===== config.mk =====
export PLATFORM = sky130hd
export DESIGN_NAME = cmos_output_formatter
export DESIGN_NICKNAME = d
export VERILOG_FILES = /design/src/shared/formatter_pkg.sv /design/src/logic/level_sync.sv /design/src/logic/event_regs.sv /design/src/logic/cmos_output_formatter.sv
export SDC_FILE = /design/constraint.sdc
export NUM_CORES = 1
export LEC_CHECK = 0
export BUFFER_PORTS_ARGS = -buffer_cell sky130_fd_sc_hd__buf_4
export CELL_PAD_IN_SITES_DETAIL_PLACEMENT = 1
export CELL_PAD_IN_SITES_GLOBAL_PLACEMENT = 2
export CORE_UTILIZATION = 41
export DETAILED_ROUTE_END_ITERATION = 12
export GPL_ROUTABILITY_DRIVEN = 0
export PLACE_DENSITY_LB_ADDON = 0.1
export RECOVER_POWER = 25
export SKIP_CTS_REPAIR_TIMING = 1
export SLEW_MARGIN = 10
export SYNTH_ARGS = -nofsm -noshare
export SYNTH_HDL_FRONTEND = slang
export SYNTH_HIERARCHICAL = 1
export SYNTH_SLANG_ARGS = --single-unit

===== constraint.sdc =====
create_clock -name clk -period 12.4 [get_ports clk]
set_input_delay 1.86 -clock clk [delete_from_list [all_inputs] [get_ports clk]]
set_output_delay 1.86 -clock clk [all_outputs]
set_load 0.05 [all_outputs]

===== src/shared/formatter_pkg.sv =====
// shared constants and types of the converter output formatter
package formatter_pkg;

  // ==========================================================
  // widths
  localparam int WORD_WIDTH    = 16;
  localparam int ADDR_WIDTH    = 8;
  localparam int DATA_WIDTH    = 32;
  localparam int EVENT_COUNT   = 3;
  localparam int SYNC_WIDTH    = 27;

  // ==========================================================
  // pipeline
  localparam int PIPE_LATENCY  = 7;

  // ==========================================================
  // clock figures
  localparam int CLK_PERIOD_NS  = 40;
  localparam int LINK_PERIOD_NS = 320;
  localparam int LINK_PERIOD_CYCLES = LINK_PERIOD_NS / CLK_PERIOD_NS;

  // ==========================================================
  // register byte offsets
  localparam logic [ADDR_WIDTH-1:0] STATUS_OFFSET = 8'h00;
  localparam logic [ADDR_WIDTH-1:0] MASK_OFFSET   = 8'h04;
  localparam logic [ADDR_WIDTH-1:0] STRAPS_OFFSET = 8'h08;

  // ==========================================================
  // status and mask bit positions
  localparam int FIRST_RANGE_BIT  = 0;
  localparam int SECOND_RANGE_BIT = 1;
  localparam int POWER_DOWN_BIT   = 2;

  // ==========================================================
  // values after reset
  localparam logic [EVENT_COUNT-1:0] STATUS_RESET = 3'h0;
  localparam logic [EVENT_COUNT-1:0] MASK_RESET   = 3'h0;
  localparam logic [WORD_WIDTH-1:0]  WORD_RESET   = 16'h0000;

  // ==========================================================
  // strap levels: ground, third, two thirds, full supply
  typedef enum logic [1:0] {
    OUT_FULL_CMOS  = 2'h0,
    OUT_DEMUX_CMOS = 2'h1,
    OUT_LVDS_LOW   = 2'h2,
    OUT_LVDS_STD   = 2'h3
  } output_mode_type;

  typedef enum logic [1:0] {
    FMT_OFFSET_STAB_OFF = 2'h0,
    FMT_OFFSET_STAB_ON  = 2'h1,
    FMT_TWOS_STAB_ON    = 2'h2,
    FMT_TWOS_STAB_OFF   = 2'h3
  } format_mode_type;

endpackage


===== src/logic/level_sync.sv =====
// two flip-flop synchroniser for a group of outside levels
`timescale 1ns/10ps
`default_nettype none

module level_sync #(
  parameter int WIDTH = 1
) (
  // clock and reset
  input  wire logic             clk,
  input  wire logic             reset,
  // levels
  input  wire logic [WIDTH-1:0] async_in,
  output var  logic [WIDTH-1:0] sync_out
);

  // ==========================================================
  // first stage is read by the second stage only
  logic [WIDTH-1:0] meta_reg;

  always_ff @(posedge clk) begin
    if (reset) begin
      meta_reg <= '0;
      sync_out <= '0;
    end else begin
      meta_reg <= async_in;
      sync_out <= meta_reg;
    end
  end

endmodule

`default_nettype wire


===== src/logic/event_regs.sv =====
// register slave with sticky status, mask and strap readback
`timescale 1ns/10ps
`default_nettype none

module event_regs
  import formatter_pkg::*;
(
  // clock and reset
  input  wire logic                               clk,
  input  wire logic                               reset,
  // register port
  input  wire logic [formatter_pkg::ADDR_WIDTH-1:0] addr,
  input  wire logic [formatter_pkg::DATA_WIDTH-1:0] wdata,
  input  wire logic                               write_strobe,
  input  wire logic                               read_strobe,
  output var  logic [formatter_pkg::DATA_WIDTH-1:0] rdata,
  // block side
  input  wire logic [formatter_pkg::EVENT_COUNT-1:0] event_pulse,
  input  wire logic [7:0]                         strap_view,
  output logic                                    irq
);

  // ==========================================================
  // decode
  logic [EVENT_COUNT-1:0] status_reg;
  logic [EVENT_COUNT-1:0] status_next;
  logic [EVENT_COUNT-1:0] mask_reg;
  logic [DATA_WIDTH-1:0]  read_value;

  wire hit_status = addr == STATUS_OFFSET;
  wire hit_mask   = addr == MASK_OFFSET;
  wire hit_straps = addr == STRAPS_OFFSET;
  wire [EVENT_COUNT-1:0] clear_bits =
    (write_strobe && hit_status) ? wdata[EVENT_COUNT-1:0] : '0;

  // a new event in the clearing cycle survives the clear
  assign status_next = (status_reg & ~clear_bits) | event_pulse;

  assign read_value =
    hit_status ? {{(DATA_WIDTH-EVENT_COUNT){1'b0}}, status_reg} :
    hit_mask   ? {{(DATA_WIDTH-EVENT_COUNT){1'b0}}, mask_reg} :
    hit_straps ? {24'h000000, strap_view} : '0;

  assign irq = |(status_reg & mask_reg);

  // ==========================================================
  // storage
  always_ff @(posedge clk) begin
    if (reset) begin
      status_reg <= STATUS_RESET;
      mask_reg   <= MASK_RESET;
      rdata      <= '0;
    end else begin
      status_reg <= status_next;
      if (write_strobe && hit_mask) begin
        mask_reg <= wdata[EVENT_COUNT-1:0];
      end
      rdata <= read_strobe ? read_value : '0;
    end
  end

endmodule

`default_nettype wire


===== src/logic/cmos_output_formatter.sv =====
// cmos output stage: pipeline, format, scramble, demux, strobes
// ==========================================================
`timescale 1ns/10ps
`default_nettype none

module cmos_output_formatter
  import formatter_pkg::*;
(
  // clock and reset
  input  wire logic                                 clk,
  input  wire logic                                 reset,
  // encode clock pair, sampled by clk
  input  wire logic                                 encode_clock_pos,
  input  wire logic                                 encode_clock_neg,
  // conversion core result, offset binary
  input  wire logic [formatter_pkg::WORD_WIDTH-1:0] core_word,
  input  wire logic                                 core_out_of_range,
  // strap and control pins
  input  wire logic [1:0]                           output_mode_select,
  input  wire logic [1:0]                           format_select,
  input  wire logic                                 output_scramble_enable,
  input  wire logic                                 noise_inject_enable,
  input  wire logic                                 power_down_input,
  input  wire logic                                 gain_select,
  // first bus
  output var  logic [formatter_pkg::WORD_WIDTH-1:0] first_bus_word,
  output var  logic                                 first_bus_range_flag,
  output logic                                      first_bus_oe_n,
  // second bus
  output var  logic [formatter_pkg::WORD_WIDTH-1:0] second_bus_word,
  output var  logic                                 second_bus_range_flag,
  output logic                                      second_bus_oe_n,
  // data valid strobes
  output var  logic                                 valid_strobe,
  output logic                                      inverted_valid_strobe,
  output logic                                      strobe_oe_n,
  // analog controls
  output logic                                      analog_power_down,
  output logic                                      dither_active,
  output logic                                      gain_high_range,
  output logic                                      stabiliser_enable,
  output logic                                      lvds_selected,
  output logic                                      lvds_low_power,
  // register port
  input  wire logic [formatter_pkg::ADDR_WIDTH-1:0] addr,
  input  wire logic [formatter_pkg::DATA_WIDTH-1:0] wdata,
  input  wire logic                                 write_strobe,
  input  wire logic                                 read_strobe,
  output var  logic [formatter_pkg::DATA_WIDTH-1:0] rdata,
  output logic                                      irq
);

  // ==========================================================
  // synchronisers
  // every pin but clock, reset and the register port is outside the clk domain, including the core word,
  // which is latched by the encode clock; all take the same delay
  logic [SYNC_WIDTH-1:0] pins_raw;
  logic [SYNC_WIDTH-1:0] pins_sync;

  assign pins_raw = {
    encode_clock_pos,
    encode_clock_neg,
    power_down_input,
    noise_inject_enable,
    gain_select,
    output_scramble_enable,
    output_mode_select,
    format_select,
    core_out_of_range,
    core_word
  };

  level_sync #(
    .WIDTH (SYNC_WIDTH)
  ) pin_sync (
    .clk      (clk),
    .reset    (reset),
    .async_in (pins_raw),
    .sync_out (pins_sync)
  );

  wire                  enc_pos_s   = pins_sync[26];
  wire                  enc_neg_s   = pins_sync[25];
  wire                  power_down  = pins_sync[24];
  wire                  dither_s    = pins_sync[23];
  wire                  gain_s      = pins_sync[22];
  wire                  scramble_s  = pins_sync[21];
  wire [1:0]            mode_s      = pins_sync[20:19];
  wire [1:0]            format_s    = pins_sync[18:17];
  wire                  range_s     = pins_sync[16];
  wire [WORD_WIDTH-1:0] word_s      = pins_sync[15:0];

  // ==========================================================
  // encode edges
  logic enc_prev_reg;
  logic pd_prev_reg;

  wire enc_level = enc_pos_s & ~enc_neg_s;
  wire enc_rise  = enc_level & ~enc_prev_reg;
  wire enc_fall  = ~enc_level & enc_prev_reg;

  always_ff @(posedge clk) begin
    if (reset) begin
      enc_prev_reg <= 1'b0;
      pd_prev_reg  <= 1'b0;
    end else begin
      enc_prev_reg <= enc_level;
      pd_prev_reg  <= power_down;
    end
  end

  // ==========================================================
  // strap decode
  output_mode_type out_mode;
  format_mode_type fmt_mode;

  assign out_mode = output_mode_type'(mode_s);
  assign fmt_mode = format_mode_type'(format_s);

  wire demux_mode = out_mode == OUT_DEMUX_CMOS;
  wire twos_comp  = (fmt_mode == FMT_TWOS_STAB_ON) ||
                    (fmt_mode == FMT_TWOS_STAB_OFF);

  assign lvds_selected     = (out_mode == OUT_LVDS_LOW) ||
                             (out_mode == OUT_LVDS_STD);
  assign lvds_low_power    = out_mode == OUT_LVDS_LOW;
  assign stabiliser_enable = (fmt_mode == FMT_OFFSET_STAB_ON) ||
                             (fmt_mode == FMT_TWOS_STAB_ON);
  assign analog_power_down = power_down;
  assign dither_active     = dither_s;
  assign gain_high_range   = gain_s;

  // ==========================================================
  // pipeline of seven encode cycles, word and flag side by side
  logic [WORD_WIDTH:0] stage_reg [PIPE_LATENCY];

  generate
    for (genvar i = 0; i < PIPE_LATENCY; i++) begin : g_stage
      if (i == 0) begin : g_first
        always_ff @(posedge clk) begin
          if (reset) begin
            stage_reg[i] <= '0;
          end else if (enc_rise) begin
            stage_reg[i] <= {range_s, word_s};
          end
        end
      end else begin : g_rest
        always_ff @(posedge clk) begin
          if (reset) begin
            stage_reg[i] <= '0;
          end else if (enc_rise) begin
            stage_reg[i] <= stage_reg[i-1];
          end
        end
      end
    end
  endgenerate

  // ==========================================================
  // number format and scrambling
  // scrambling spreads output switching; receiver must xor back
  logic [WORD_WIDTH-1:0] coded_word;
  logic [WORD_WIDTH-1:0] sent_word;
  logic                  sent_range;

  assign sent_range = stage_reg[PIPE_LATENCY-1][WORD_WIDTH];
  assign coded_word = twos_comp ?
    {~stage_reg[PIPE_LATENCY-1][WORD_WIDTH-1],
     stage_reg[PIPE_LATENCY-1][WORD_WIDTH-2:0]} :
    stage_reg[PIPE_LATENCY-1][WORD_WIDTH-1:0];
  // the lsb itself is sent plain, so the far end can undo it
  assign sent_word = scramble_s ?
    {coded_word[WORD_WIDTH-1:1] ^ {(WORD_WIDTH-1){coded_word[0]}},
     coded_word[0]} :
    coded_word;

  // ==========================================================
  // bus update and strobe sequencing
  logic                  phase_reg;
  logic [WORD_WIDTH-1:0] pending_word_reg;
  logic                  pending_range_reg;

  wire full_update  = enc_rise & ~demux_mode;
  wire pair_first   = enc_rise & demux_mode & ~phase_reg;
  wire pair_second  = enc_rise & demux_mode & phase_reg;

  always_ff @(posedge clk) begin
    if (reset) begin
      phase_reg <= 1'b0;
    end else if (!demux_mode) begin
      phase_reg <= 1'b0;
    end else if (enc_rise) begin
      phase_reg <= ~phase_reg;
    end
  end

  always_ff @(posedge clk) begin
    if (reset) begin
      pending_word_reg  <= WORD_RESET;
      pending_range_reg <= 1'b0;
    end else if (pair_first) begin
      pending_word_reg  <= sent_word;
      pending_range_reg <= sent_range;
    end
  end

  // first bus: every word in full rate, the older of a pair in demux
  always_ff @(posedge clk) begin
    if (reset) begin
      first_bus_word       <= WORD_RESET;
      first_bus_range_flag <= 1'b0;
    end else if (full_update) begin
      first_bus_word       <= sent_word;
      first_bus_range_flag <= sent_range;
    end else if (pair_second) begin
      first_bus_word       <= pending_word_reg;
      first_bus_range_flag <= pending_range_reg;
    end
  end

  // second bus: the newer word of a pair, only in demux
  always_ff @(posedge clk) begin
    if (reset) begin
      second_bus_word       <= WORD_RESET;
      second_bus_range_flag <= 1'b0;
    end else if (pair_second) begin
      second_bus_word       <= sent_word;
      second_bus_range_flag <= sent_range;
    end
  end

  // full rate: high from encode rise to encode fall;
  // demux: high for one encode cycle, low the next, so the
  // falling edge lands a whole encode cycle after the update
  always_ff @(posedge clk) begin
    if (reset) begin
      valid_strobe <= 1'b0;
    end else if (full_update || pair_second) begin
      valid_strobe <= 1'b1;
    end else if (pair_first || (enc_fall && !demux_mode)) begin
      valid_strobe <= 1'b0;
    end
  end

  assign inverted_valid_strobe = ~valid_strobe;

  // ==========================================================
  // output enables, low while driving
  assign first_bus_oe_n  = power_down;
  assign strobe_oe_n     = power_down;
  assign second_bus_oe_n = power_down | ~demux_mode;

  // ==========================================================
  // events and register slave
  logic [EVENT_COUNT-1:0] event_pulse;
  logic [7:0]             strap_view;

  assign event_pulse[FIRST_RANGE_BIT] =
    (full_update & sent_range) | (pair_second & pending_range_reg);
  assign event_pulse[SECOND_RANGE_BIT] = pair_second & sent_range;
  assign event_pulse[POWER_DOWN_BIT]   = power_down & ~pd_prev_reg;

  assign strap_view = {
    scramble_s,
    gain_s,
    dither_s,
    power_down,
    format_s,
    mode_s
  };

  event_regs regs (
    .clk          (clk),
    .reset        (reset),
    .addr         (addr),
    .wdata        (wdata),
    .write_strobe (write_strobe),
    .read_strobe  (read_strobe),
    .rdata        (rdata),
    .event_pulse  (event_pulse),
    .strap_view   (strap_view),
    .irq          (irq)
  );

endmodule

`default_nettype wire


==> results.py <==
metrics = {
    "status": {
        "status": "complete, but fails checks",
        "violations": "capacitance limit, slew limit",
    },
    "clocking": {
        "cts_tree": "done",
        "ctsRootBufferMaster": "clkbuf_16",
        "path_clk_slew_ns": 0.05,
        "clk_latency_ns": 0.51,
        "clk_path_buf_depth": 3,
        "cts_buffers": 25,
        "clock_sinks": 242,
        "h-tree-depth": 1,
    },
    "sta": {
        "hold_viol_final": 0,
        "relSlewSlack": -1.079,
        "slew_viol_final": 124,
        "min_period_ns": 6.299,
        "worst-slew-pin-transition_ns": 3.118,
        "finClkSkew_ns": 0.01030,
        "timing.final.crit_share": 0.5080,
        "whs_ns": 0.4334,
        "rsz0062_at_grt": "no",
        "finalSetupViolCount": 0,
        "fmax_mhz": 158.8,
        "setup_tns_ns": 0,
    },
    "worst_setup_path": {
        "r2r-end": "stage_reg[0][11]",
        "cp-startpoint": "reset",
        "crit_fanout": 119,
        "reg2reg_depth": 3,
        "path_class": "in -> reg",
        "r2r_start": "pin_sync/sync_out[26]",
        "reg2reg_setup_slack_ns": 9.14,
        "cp-start-kind": "input port",
        "critPathCapture": "stage_reg[0][7]",
        "arrival_ns": 6.55,
        "endpoint_kind": "flip-flop",
        "cp.required_ns": 12.65,
    },
    "global_route": {
        "grt_overflow": 0,
        "grt_max_degree": 120,
        "grtUsageTotal": 0.1357,
        "antenna_found_initial": 0,
        "grt_pass1_wl_mm": 24.38,
        "grt_pass1_vias": 4994,
    },
    "floorplan": {
        "dieArea_sq_um": 22560,
        "initial_core_util": 0.4230,
        "dieWidth_microns": 150.2,
        "row_count": 53,
        "num_io_pins": 149,
        "die_h_microns": 150.2,
        "core_sq_um": 21290,
    },
    "routing": {
        "drc": 0,
        "ant_nets": 0,
        "drtIter0Drc": 280,
        "via_per_inst": 4.641,
        "vias": 5022,
        "wl_mm": 15.07,
        "wl_met3_microns": 633,
        "wl_met1_mm": 6.347,
        "wire_per_inst_microns": 13.93,
        "drtPass1Iterations": 4,
        "wl_met2_mm": 7.470,
        "maxUsedRoutingLayer": "met4",
    },
    "yosys": {
        "synth_edf_count": 119,
        "yosysTopAreaCellShare": 0.3969,
        "yosysWarnings": 6,
        "syn-cell-area_sq_um": 9004,
        "yosys-top-cells-area": "edfxtp_1, dfxtp_1, and2_1, nor2b_1, buf_4",
        "synth_top_cell_by_area": "edfxtp_1",
        "syn_avg_cell_area_sq_um": 12.75,
        "synth_async_sr_flop_share": 0,
        "syn-instance-count": 706,
        "synth_flop_cell": "dfxtp_1",
        "yosysSeqAreaShare": 0.6704,
        "ys_ff_latch": 242,
        "synth_cell_type_count": 46,
    },
    "place": {
        "dpl.hpwl_mm": 9.321,
        "port_buffers": 95,
    },
    "cells_and_area": {
        "layout_common_cells": "dfxtp_1, and2_1, edfxtp_1",
        "syn2layout_area_growth_pct": 17.51,
        "final_common_cell": "dfxtp_1",
        "n_antenna_cell": 0,
        "fillCellCount": 2181,
        "finalNetCount": 863,
        "largest_register_ffs": 119,
        "drive_gt1_frac": 0.1983,
    },
    "flow_run": {
        "cap_viol_max_count": 2,
    },
    "hold_path": {
        "hold_path.class": "reg -> reg",
    },
    "power_and_ir_drop": {
        "power_density_nw_per_um2": 160.9,
        "vdd_drop_max_v": 0.00008596,
        "leakage_nw": 4.048,
    },
}
## worst min path at each step
| stage | endpoint | from | depth (start not counted) | slack, ns |
|---|---|---|---|---|
| 3_5_place_dp | pin_sync/sync_out[13] | pin_sync/meta_reg[13] | 1 | 0.42 |
| 3_3_place_gp | pin_sync/sync_out[4] | pin_sync/meta_reg[4] | 1 | 0.42 |
| 6_report | pin_sync/sync_out[12] | pin_sync/meta_reg[12] | 1 | 0.43 |
| 5_1_grt | pin_sync/sync_out[14] | pin_sync/meta_reg[14] | 1 | 0.46 |
| 4_1_cts | pin_sync/sync_out[13] | pin_sync/meta_reg[13] | 1 | 0.44 |
| 2_1_floorplan | pin_sync/sync_out[0] | pin_sync/meta_reg[0] | 1 | 0.41 |
## critical path, cell delays in order
cell	delay, ns
clkbuf_1	1.55
clkbuf_1	2.29
nor2_4	-0.03
buf_4	0.48
and2_1	0.29
## report_power, final
group / total [mW] / switching, mW / internal (mW)
Combinational: 0.0861 / 0.0599 / 0.0263
Sequential: 0.879 / 0.00857 / 0.870
Clock: 0.737 / 0.293 / 0.444
## metrics by stage
stage	setup slack [ns]	std cells	util	power (mW)	cell area, sq um
floorplan	6.878	729	-	0.9648	9090
global placement	8.234	1038	0.4616	0.9808	9827
detailed placement	8.162	1038	0.4616	0.9847	9827
CTS	8.694	1082	0.5000	1.728	10640
global route	5.421	1082	0.4970	1.767	10580
finish	6.101	1082	0.4970	1.702	10580
## cells by family (layout without fill, tap and decap cells)
kind of cell               count (synthesis)  count (layout)  share of synthesized area
and+or+nand+nor                          301             301                     0.1964
adders and majority gates                  2               2                   0.002779
other                                      1              24                  0.0004165
AOI/OAI and AO/OA                         57              57                    0.05309
DFF                                      242             242                     0.6704
muxes                                     13              13                    0.01459
buffers and inverters                     74             152                    0.04516
xor gates and xnor gates                  16              16                    0.01723
## layout make-up
cell class | instances | area (sq um) | area share
clock buffer | 37 | 721.9 | 0.06824
clock inverter | 7 | 95.09 | 0.008988
inverter | 9 | 33.78 | 0.003193
multi-input combinational | 413 | 2614 | 0.2470
sequential | 242 | 6036 | 0.5705
tap | 275 | 344.1 | 0.03252
timing repair buffer | 99 | 735.7 | 0.06954
## synthesized netlist by cell type (15+ instances only)
library cell  instances
a31oi_1              15
and2_1              125
buf_4                27
clkbuf_1             20
dfxtp_1             123
edfxtp_1            119
nand2_1              35
nand2b_1             21
nor2_1               40
nor2b_1              57
## layer usage
metal / track usage / vias to the layer above
met5: 0 / -
met2: 0.2370 / 110
met4: 0.06465 / 0
li1: - / 2481
met3: 0.02485 / 36
met1: 0.1611 / 2395
Power figures use the tool's default switching activity.
